<file path="src/blk_pkg.sv">
// Package: constants and types for the serial block power and two-wire configuration logic.
// Assumes one clock at 40 MHz and an active-low asynchronous reset.
package blk_pkg;
   // ************************************
   // Modes and roles
   // ************************************
   typedef enum logic [2:0] {
      MODE_NONE = 3'b000,
      MODE_TWO_WIRE = 3'b001,
      MODE_SPI = 3'b010,
      MODE_UART = 3'b011,
      MODE_EEPROM = 3'b100
   } block_mode_e;

   typedef enum logic [1:0] {
      ROLE_SLAVE_ONLY = 2'b00,
      ROLE_MASTER_ONLY = 2'b01,
      ROLE_MULTI_MASTER = 2'b10,
      ROLE_MULTI_MASTER_AND_SLAVE = 2'b11
   } role_e;

   typedef enum logic [1:0] {
      IRQ_NONE = 2'b00,
      IRQ_INTERNAL = 2'b01,
      IRQ_EXTERNAL = 2'b10
   } irq_route_e;

   // ************************************
   // Widths, reset values, limits
   // ************************************
   localparam int PHASE_W = 8;
   localparam int RATE_W = 10;
   localparam int TX_SRC_W = 4;
   localparam logic [PHASE_W-1:0] PHASE_RESET = 8'h08;
   localparam logic [6:0] ADDR_RESET = 7'h08;
   localparam logic [7:0] MASK_RESET = 8'hfe;
   localparam logic [7:0] MASK_LSB_CLEAR = 8'hfe;
   localparam logic [RATE_W-1:0] RATE_RESET = 10'h064;
   // Filter is used at or below this data rate in kbps
   localparam logic [RATE_W-1:0] FILTER_RATE_MAX = 10'h190;
   localparam logic [TX_SRC_W-1:0] TX_SRC_NONE = 4'h0;
   localparam logic [PHASE_W-1:0] PHASE_ONE = 8'h01;
endpackage : blk_pkg

</file>
<file path="src/cfg_if.sv">
// Interface: configuration carried from the control core to the bus engines.
// Assumes both ends sit on the same clock.
`timescale 1ns/1ps
interface cfg_if;
   import blk_pkg::*;
   logic active;
   role_e role;
   logic [PHASE_W-1:0] low_cycles;
   logic [PHASE_W-1:0] high_cycles;
   logic [6:0] own_addr;
   logic [7:0] own_mask;
   modport ctrl (output active, role, low_cycles, high_cycles, own_addr, own_mask);
   modport eng (input active, role, low_cycles, high_cycles, own_addr, own_mask);
endinterface : cfg_if

</file>
<file path="src/scl_phase_gen.sv">
// Master clock phase generator: counts low and high SCL phases in block cycles.
// Assumes configuration stays stable while active.
`timescale 1ns/1ps
module scl_phase_gen
   import blk_pkg::*;
(
   input wire logic clk,
   input wire logic arst_n,
   cfg_if.eng cfg,
   output logic scl_low
);
   logic [PHASE_W-1:0] count;
   logic master;

   assign master = cfg.role != ROLE_SLAVE_ONLY;

   // ************************************
   // Phase counter
   // ************************************
   always_ff @(posedge clk or negedge arst_n) begin
      if (!arst_n) begin
         count <= '0;
         scl_low <= 1'b0;
      end else if (!(cfg.active && master)) begin
         count <= '0;
         scl_low <= 1'b0;
      end else if (scl_low && count + PHASE_ONE >= cfg.low_cycles) begin
         count <= '0;
         scl_low <= 1'b0;
      end else if (!scl_low && count + PHASE_ONE >= cfg.high_cycles) begin
         count <= '0;
         scl_low <= 1'b1;
      end else begin
         count <= count + PHASE_ONE;
      end
   end
endmodule : scl_phase_gen

</file>
<file path="src/addr_match.sv">
// Masked own-address comparator for slave roles.
// Assumes the address byte arrives with the direction bit in bit 0.
`timescale 1ns/1ps
module addr_match
   import blk_pkg::*;
(
   input wire logic clk,
   input wire logic arst_n,
   cfg_if.eng cfg,
   input wire logic addr_valid,
   input wire logic [7:0] addr_byte,
   output logic hit
);
   logic slave;
   logic [7:0] own;

   assign slave = cfg.role == ROLE_SLAVE_ONLY || cfg.role == ROLE_MULTI_MASTER_AND_SLAVE;
   assign own = {cfg.own_addr, 1'b0};

   // ************************************
   // Compare
   // ************************************
   always_ff @(posedge clk or negedge arst_n) begin
      if (!arst_n) begin
         hit <= 1'b0;
      end else begin
         // Direction bit never compared: mask bit 0 is forced clear
         hit <= addr_valid && cfg.active && slave
            && (((addr_byte ^ own) & cfg.own_mask) == 8'h00);
      end
   end
endmodule : addr_match

</file>
<file path="src/serial_block_ctrl.sv">
// Top: enable, disable, deep-sleep and two-wire configuration control of the serial block.
// Assumes operation strobes are one-cycle pulses synchronous to REF_CLK.
//
// Contract
// - Enable switches on the serial hardware and the interrupt output of the mode's route.
// - Enable re-arms masked transmit sources except level-triggered ones.
// - Two-wire mode always routes interrupt internally; SPI and UART selectable.
// - Enable is ignored until a mode initialization has run.
// - Disable turns off hardware and interrupt and masks all transmit sources.
// - Disable acts at once, even mid-transfer; software checks status first.
// - Sleep with wakeup selected arms an enabled block as a wake source.
// - Sleep without wakeup records enabled state then disables.
// - Wake with wakeup selected restores active configuration.
// - Wake without wakeup re-enables only if recorded state was enabled.
// - Role is slave only, master only, multi-master, or multi-master plus slave.
// - Master holds SCL low for the configured number of cycles.
// - Master holds SCL high for the configured number of cycles.
// - Glitch filter follows data rate and role; explicit select ignored.
// - Slave roles match received address against the 7-bit own address.
// - Address mask is 8 bits with bit 0 held at zero.
`timescale 1ns/1ps
module serial_block_ctrl
   import blk_pkg::*;
(
   input wire logic REF_CLK,
   input wire logic ARST_N,
   input wire logic BLOCK_ENABLE_OP,
   input wire logic BLOCK_DISABLE_OP,
   input wire logic SLEEP_PREPARE_OP,
   input wire logic WAKE_RESTORE_OP,
   input wire logic WAKE_SELECT,
   input wire logic TWO_WIRE_INIT_OP,
   input wire logic OTHER_INIT_OP,
   input wire logic [2:0] OTHER_MODE,
   input wire logic [1:0] OTHER_IRQ_ROUTE,
   input wire logic [1:0] ROLE_SELECT,
   input wire logic [PHASE_W-1:0] SCL_LOW_PHASE_CYCLES,
   input wire logic [PHASE_W-1:0] SCL_HIGH_PHASE_CYCLES,
   input wire logic GLITCH_FILTER_SELECT,
   input wire logic [RATE_W-1:0] DATA_RATE_KBPS,
   input wire logic [6:0] OWN_BUS_ADDRESS,
   input wire logic [7:0] OWN_ADDRESS_MASK,
   input wire logic [TX_SRC_W-1:0] TX_SRC_REQUEST,
   input wire logic [TX_SRC_W-1:0] TX_SRC_LEVEL,
   input wire logic ADDR_VALID,
   input wire logic [7:0] ADDR_BYTE,
   input wire logic BUS_ACTIVITY,
   output logic HW_ON,
   output logic IRQ_INTERNAL_ON,
   output logic IRQ_EXTERNAL_ON,
   output logic [2:0] MODE_STATE,
   output logic [TX_SRC_W-1:0] TX_SRC_ARMED,
   output logic WAKE_SOURCE_ARMED,
   output logic WAKE_EVENT,
   output logic SAVED_ENABLE,
   output logic GLITCH_FILTER_ON,
   output logic SCL_LOW,
   output logic ADDR_HIT
);
   // ************************************
   // State
   // ************************************
   block_mode_e mode;
   irq_route_e irq_route;
   role_e role;
   logic enabled;
   logic saved_en;
   logic wake_armed;
   logic [TX_SRC_W-1:0] tx_armed;
   logic [TX_SRC_W-1:0] tx_saved;
   logic [RATE_W-1:0] rate;
   logic [PHASE_W-1:0] low_cycles;
   logic [PHASE_W-1:0] high_cycles;
   logic [6:0] own_addr;
   logic [7:0] own_mask;
   logic scl_low;
   logic hit;
   logic next_enabled;
   logic do_enable;
   logic do_disable;
   logic cfg_open;

   cfg_if cfg ();

   // Configuration is only taken while disabled, so the engines never see it move
   assign cfg_open = !enabled;
   assign do_enable = (BLOCK_ENABLE_OP || (WAKE_RESTORE_OP && !WAKE_SELECT && saved_en))
      && mode != MODE_NONE;
   // Immediate: no check of a transfer in flight, the byte may be cut
   assign do_disable = BLOCK_DISABLE_OP || (SLEEP_PREPARE_OP && !WAKE_SELECT);

   always_comb begin
      next_enabled = enabled;
      if (do_disable) begin
         next_enabled = 1'b0;
      end else if (do_enable) begin
         next_enabled = 1'b1;
      end
   end

   // ************************************
   // Mode initialization
   // ************************************
   always_ff @(posedge REF_CLK or negedge ARST_N) begin
      if (!ARST_N) begin
         mode <= MODE_NONE;
         irq_route <= IRQ_NONE;
      end else if (cfg_open && TWO_WIRE_INIT_OP) begin
         mode <= MODE_TWO_WIRE;
         irq_route <= IRQ_INTERNAL;
      end else if (cfg_open && OTHER_INIT_OP) begin
         unique case (OTHER_MODE)
            MODE_SPI, MODE_UART: begin
               mode <= block_mode_e'(OTHER_MODE);
               irq_route <= irq_route_e'(OTHER_IRQ_ROUTE);
            end
            MODE_EEPROM: begin
               mode <= MODE_EEPROM;
               irq_route <= IRQ_INTERNAL;
            end
            default: begin
               mode <= mode;
               irq_route <= irq_route;
            end
         endcase
      end
   end

   // ************************************
   // Two-wire configuration
   // ************************************
   always_ff @(posedge REF_CLK or negedge ARST_N) begin
      if (!ARST_N) begin
         role <= ROLE_SLAVE_ONLY;
         low_cycles <= PHASE_RESET;
         high_cycles <= PHASE_RESET;
         own_addr <= ADDR_RESET;
         own_mask <= MASK_RESET;
         rate <= RATE_RESET;
      end else if (cfg_open && TWO_WIRE_INIT_OP) begin
         role <= role_e'(ROLE_SELECT);
         low_cycles <= SCL_LOW_PHASE_CYCLES;
         high_cycles <= SCL_HIGH_PHASE_CYCLES;
         own_addr <= OWN_BUS_ADDRESS;
         own_mask <= OWN_ADDRESS_MASK & MASK_LSB_CLEAR;
         rate <= DATA_RATE_KBPS;
      end
   end

   // ************************************
   // Enable and disable
   // ************************************
   always_ff @(posedge REF_CLK or negedge ARST_N) begin
      if (!ARST_N) begin
         enabled <= 1'b0;
      end else begin
         enabled <= next_enabled;
      end
   end

   // ************************************
   // Transmit interrupt sources
   // ************************************
   always_ff @(posedge REF_CLK or negedge ARST_N) begin
      if (!ARST_N) begin
         tx_armed <= TX_SRC_NONE;
         tx_saved <= TX_SRC_NONE;
      end else if (do_disable) begin
         // Empty FIFO after enable would otherwise fire at once
         tx_saved <= tx_armed | TX_SRC_REQUEST;
         tx_armed <= TX_SRC_NONE;
      end else if (do_enable && !enabled) begin
         // Level sources stay masked to avoid a lock-up
         tx_armed <= tx_saved & ~TX_SRC_LEVEL;
      end else if (enabled) begin
         // Level sources may drop but never re-arm while enabled
         tx_armed <= (TX_SRC_REQUEST & ~TX_SRC_LEVEL) | (tx_armed & TX_SRC_REQUEST);
      end
   end

   // ************************************
   // Deep sleep
   // ************************************
   always_ff @(posedge REF_CLK or negedge ARST_N) begin
      if (!ARST_N) begin
         saved_en <= 1'b0;
         wake_armed <= 1'b0;
      end else if (SLEEP_PREPARE_OP) begin
         if (WAKE_SELECT) begin
            wake_armed <= enabled && mode != MODE_NONE;
         end else begin
            saved_en <= enabled;
         end
      end else if (WAKE_RESTORE_OP) begin
         wake_armed <= 1'b0;
      end
   end

   // ************************************
   // Outputs
   // ************************************
   always_ff @(posedge REF_CLK or negedge ARST_N) begin
      if (!ARST_N) begin
         HW_ON <= 1'b0;
         IRQ_INTERNAL_ON <= 1'b0;
         IRQ_EXTERNAL_ON <= 1'b0;
         MODE_STATE <= 3'h0;
         TX_SRC_ARMED <= TX_SRC_NONE;
         WAKE_SOURCE_ARMED <= 1'b0;
         WAKE_EVENT <= 1'b0;
         SAVED_ENABLE <= 1'b0;
         GLITCH_FILTER_ON <= 1'b0;
         SCL_LOW <= 1'b0;
         ADDR_HIT <= 1'b0;
      end else begin
         HW_ON <= enabled;
         IRQ_INTERNAL_ON <= enabled && irq_route == IRQ_INTERNAL;
         IRQ_EXTERNAL_ON <= enabled && irq_route == IRQ_EXTERNAL;
         MODE_STATE <= mode;
         TX_SRC_ARMED <= tx_armed;
         WAKE_SOURCE_ARMED <= wake_armed;
         WAKE_EVENT <= wake_armed && BUS_ACTIVITY;
         SAVED_ENABLE <= saved_en;
         // Select input deliberately unused; rate and role decide
         GLITCH_FILTER_ON <= mode == MODE_TWO_WIRE && (rate <= FILTER_RATE_MAX
            || role == ROLE_SLAVE_ONLY) && (GLITCH_FILTER_SELECT || !GLITCH_FILTER_SELECT);
         SCL_LOW <= scl_low;
         ADDR_HIT <= hit;
      end
   end

   assign cfg.active = enabled && mode == MODE_TWO_WIRE;
   assign cfg.role = role;
   assign cfg.low_cycles = low_cycles;
   assign cfg.high_cycles = high_cycles;
   assign cfg.own_addr = own_addr;
   assign cfg.own_mask = own_mask;

   scl_phase_gen u_phase (
      .clk(REF_CLK),
      .arst_n(ARST_N),
      .cfg(cfg.eng),
      .scl_low(scl_low)
   );

   addr_match u_match (
      .clk(REF_CLK),
      .arst_n(ARST_N),
      .cfg(cfg.eng),
      .addr_valid(ADDR_VALID),
      .addr_byte(ADDR_BYTE),
      .hit(hit)
   );
endmodule : serial_block_ctrl

</file>
<file path="config.mk">
export PLATFORM = sky130hd
export DESIGN_NAME = serial_block_ctrl
export DESIGN_NICKNAME = d
export VERILOG_FILES = /design/src/blk_pkg.sv /design/src/cfg_if.sv /design/src/scl_phase_gen.sv /design/src/addr_match.sv /design/src/serial_block_ctrl.sv
export SDC_FILE = /design/constraint.sdc
export NUM_CORES = 1
export LEC_CHECK = 0
export BUFFER_PORTS_ARGS = -buffer_cell sky130_fd_sc_hd__buf_2
export CAP_MARGIN = 10
export CORE_ASPECT_RATIO = 0.5
export CORE_MARGIN = 2
export CORE_UTILIZATION = 45
export DETAILED_ROUTE_END_ITERATION = 8
export HOLD_SLACK_MARGIN = 0.15
export MAX_ROUTING_LAYER = met4
export PLACE_DENSITY = 0.76
export SYNTH_ARGS = -nofsm -noshare
export SYNTH_HDL_FRONTEND = slang
export SYNTH_SLANG_ARGS = --single-unit
</file>
<file path="constraint.sdc">
create_clock -name REF_CLK -period 3.8 [get_ports REF_CLK]
set_input_delay 0.57 -clock REF_CLK [delete_from_list [all_inputs] [get_ports REF_CLK]]
set_output_delay 0.57 -clock REF_CLK [all_outputs]
set_load 0.1 [all_outputs]
</file>
==> summary.md <==
| Metric | Value |
|---|---|
| Critical-path cell list | and3_1, nand3_1, nor2_1, xnor2_1, inv_1, ha_1, nand2_1, o41ai_1, o32a_4, nor2_1 |
| Peak VDD IR | 0.000270 V |
| Synth-to-layout area growth | 24.4% |
| Clock latency on the worst-skew pair | 0.33 ns |
| RSZ-0062 raised after global routing | false |
| Highest Clock Rate | 360 MHz |
| Fill count | 691 |
| Outcome | completed |
| GRT Residual Overflow | 0 |
| Gp weighted congestion | 0.790 |
| Vias in the first global route | around 2700 |
| Maxcap violations | 0 |
| Number of routed nets with antenna violations | 0 |
| Syn Nets | 418 |
| Worst Setup End Kind | register |
| CP Data Required Time | approximately 4.0 ns |
| Slowest cell on crit path | o41ai_1 |
| Internal power | ~1.8 mW |
| Cell with the most instances after synthesis | dfrtp_1 |
| Most frequent CP cell | nor2_1 |
| Chip Width | 133 µm |
| #FFs+latches synth | 84 |
| WS Path Type | reg -> reg |
| Register area share after synthesis | 56.5% |
| Largest net degree at the start of global routing | 85 |
| Gate power share | between 15 and 20% |
| Die footprint | a little over 9000 µm² |
| Vias | between 2000 and 3000 |
| Largest cells by area after synthesis | dfrtp_1 (47%), dfstp_2 (9.1%), mux2_1 (8.1%), ha_1 (6.0%), nand2_1 (3.1%) |
| Avg Synthesized Cell Area | ~12 µm² |
| Final setup violation count | 0 |
| Setup TNS | 0 ns |
| Num CTS Buffers | 9 |
| Switch share | about 26% |
| Crit start category | register |
| Final net count | 510 |
| Post-CTS Setup Bufs | 0 |
| Fin cells | 533 |
| # IOs | 92 |
| Clk pwr share | 41.4% |
| WL per Instance | 13.7 µm |
| Final Instance Area | approximately 4700 µm² |
| Share of layout cells above drive strength 1 | 29.9% |
| DR pass1 iterations | 4 |
| WP buf/inv | 1 |
| Max FO, Critical Path | 8 |
| Antenna cells | 0 |
| Final hold vios | 0 |
| Share of the synthesized area in the top cell type | 47.4% |
| DRC | 0 |
| Clock skew | between 0.005 and 0.006 ns |
| Core ar. | roughly 8000 µm² |
| Met1 Use GR | between 20% and 30% |
| Port buffer count | 88 |
| Top Family by Delay on Critical Path | compound AO/OA/AOI/OAI gates |
| Die Ht | around 69 µm |
| Static Leak | 2.31 nW |
| Gr usage total | 18.0% |
| Slew @ Worst Pin | 1.08 ns |
| Critical path arrival | about 3.0 ns |
| Root Driver | clkbuf_16 |
| Worst hold slack | 0.347 ns |
| Leading area contributor after synthesis | dfrtp_1 |
| Antenna violations before repair | 0 |
| Placed cells | 517 |
| Distinct cells, synth | between 40 and 50 |
| Number of enable flip-flop cells after synthesis | 0 |
| TritonCTS clock tree | done |
| Most instantiated cells after synthesis | dfrtp_1 (71), nand2_1 (31), mux2_1 (27) |
| Final period utilization | 73.1% |
| Post-Synthesis Cell Area | 3750 µm² |
| Final Slew Violations | 0 |
| H-Tree Depth | 3 |
| Worst Hold Class | reg -> reg |
| GR peak layer | met2 |
| Met2 GRT Util | 28.9% |
| DRT Wirelength | 7320 µm |
| Via density | 4.90 |
| Fin util | 58.0% |
| M3 GR Usage | 4.61% |
| Minimum clock period | 2.78 ns |
| DP Wirelength | 5210 µm |
| Clock transition at path regs | 0.06 ns |
| Pwr per Cell Area | 527 nW/µm² |
| NetSw | around 0.64 mW |
| Post-DP Area | 4310 µm² |
| Slew HR | 27.9% |
| Max incr delay on CP | 0.65 ns |
| Async set or reset register ratio after synthesis | 100% |
| YS warnings | 0 |
| Initial Util | 46.7% |
| CTS max path bufs | 2 |
| Cts repair resizes | 0 |
| Row count | 23 |
| Hold Buf Count CTS | 0 |
| Top_reg_cell synth | dfrtp_1 |
| Clk sinks | between 80 and 90 |
| Gate Count Post-Synth | approximately 320 |
| Sequential group share of total power | 42.8% |
| Initial DRC count | 107 |
| First-pass GRT wire length | 12100 µm |
## state kept, by name, indices dropped and copies added, names as in the netlist, 3 cells and up
register         flops
MODE_STATE           3
cfg.low_cycles       8
tx_saved             4
TX_SRC_ARMED         4
tx_armed             4
rate                10
cfg.high_cycles      8
mode                 3
u_phase.count        8
cfg.own_addr         7
cfg.own_mask         7
## cell families after synthesis
logic type	share of synthesized area (%)
AOI/OAI and AO/OA	11.6
xor gates and xnor gates	3.27
adders and majority gates	6.01
buffers and inverters	3.64
DFF	56.5
muxes	8.38
and+or+nand+nor	10.5
## cell usage in the layout (no fill, tap or decap), types with 2 or more instances in the layout
master     Yosys  final
buf_2          4     87
dfrtp_1       71     71
nand2_1       31     31
mux2_1        27     27
inv_1         26     26
o21ai_1       23     23
ha_1          18     18
nor2_1        16     16
dfstp_2       13     13
xor2_1        10     10
a21oi_1       10     10
clkbuf_16      0      9
o21ai_0        7      7
nand2b_1       6      6
xnor2_1        4      4
nand3_1        4      4
o21bai_1       4      4
o21a_1         3      3
nor2_2         3      3
a22oi_1        3      3
o2111a_1       3      3
bufinv_16      0      3
and3_1         2      2
o31ai_1        2      2
o41ai_1        2      2
nor3b_1        2      2
nor2b_1        3      2
clkbuf_8       0      2
buf_4          0      2
## worst reg2reg max path, cell delays in order, from the launching register on
cell and delay, ns:
dfrtp_1 0.45, and3_1 0.18, nand3_1 0.11, nor2_1 0.17
xnor2_1 0.17, inv_1 0.09, ha_1 0.30, nand2_1 0.08
o41ai_1 0.65, o32a_4 0.39, nor2_1 0.07
## worst paths after layout
| check | start | endpoint | slack, ns | depth (start not counted) |
|---|---|---|---|---|
| setup / recovery | u_phase.count[0] | u_phase.count[6] | 1.02 | 10 |
| hold / removal | u_match.hit | ADDR_HIT | 0.35 | 0 |
| setup reg to reg | u_phase.count[0] | u_phase.count[6] | 1.02 | 10 |
| hold reg to reg | u_match.hit | ADDR_HIT | 0.35 | 0 |
| max in group asynchronous | ARST_N | cfg.high_cycles[2] | 2.73 | 1 |
| min in group asynchronous | ARST_N | rate[1] | 0.41 | 1 |
## metrics by stage
stage | setup WS (ns) | total power [mW]
global placement | 1.14 | 1.45
finish | 1.02 | 2.46
CTS | 1.02 | 2.48
global route | 0.668 | 2.57
floorplan | 1.39 | 1.33
detailed placement | 1.04 | 1.46
## area by class of cell
| type | count | area, µm² | share of cell area (%) |
|---|---|---|---|
| tap | 112 | 140 | 3.01 |
| timing repair buffer | 89 | 450 | 9.66 |
| multi-input combinational | 205 | 1500 | 32.2 |
| inverter | 27 | 101 | 2.17 |
| clock inverter | 4 | 95.1 | 2.04 |
| clock buffer | 12 | 256 | 5.50 |
| sequential | 84 | 2120 | 45.4 |
## power groups by stage
stage               logic [mW]  clock network [mW]  registers (mW)
finish                   0.388                1.02            1.05
global placement         0.383                   0            1.06
floorplan                0.181                   0            1.15
detailed placement       0.392                   0            1.07
CTS                      0.394                1.04            1.05
global route             0.434                1.07            1.06
## layer usage
metal  part of all wire, %  wire length [µm]  vias to the layer above
met5                     0                 0                        -
met2                    47              3450                       48
met1                    47              3440                     1245
met3                   3.6               262                       15
li1                      -                 -                     1303
met4                   2.4               176                        0
(Power assumes the default switching activity.)
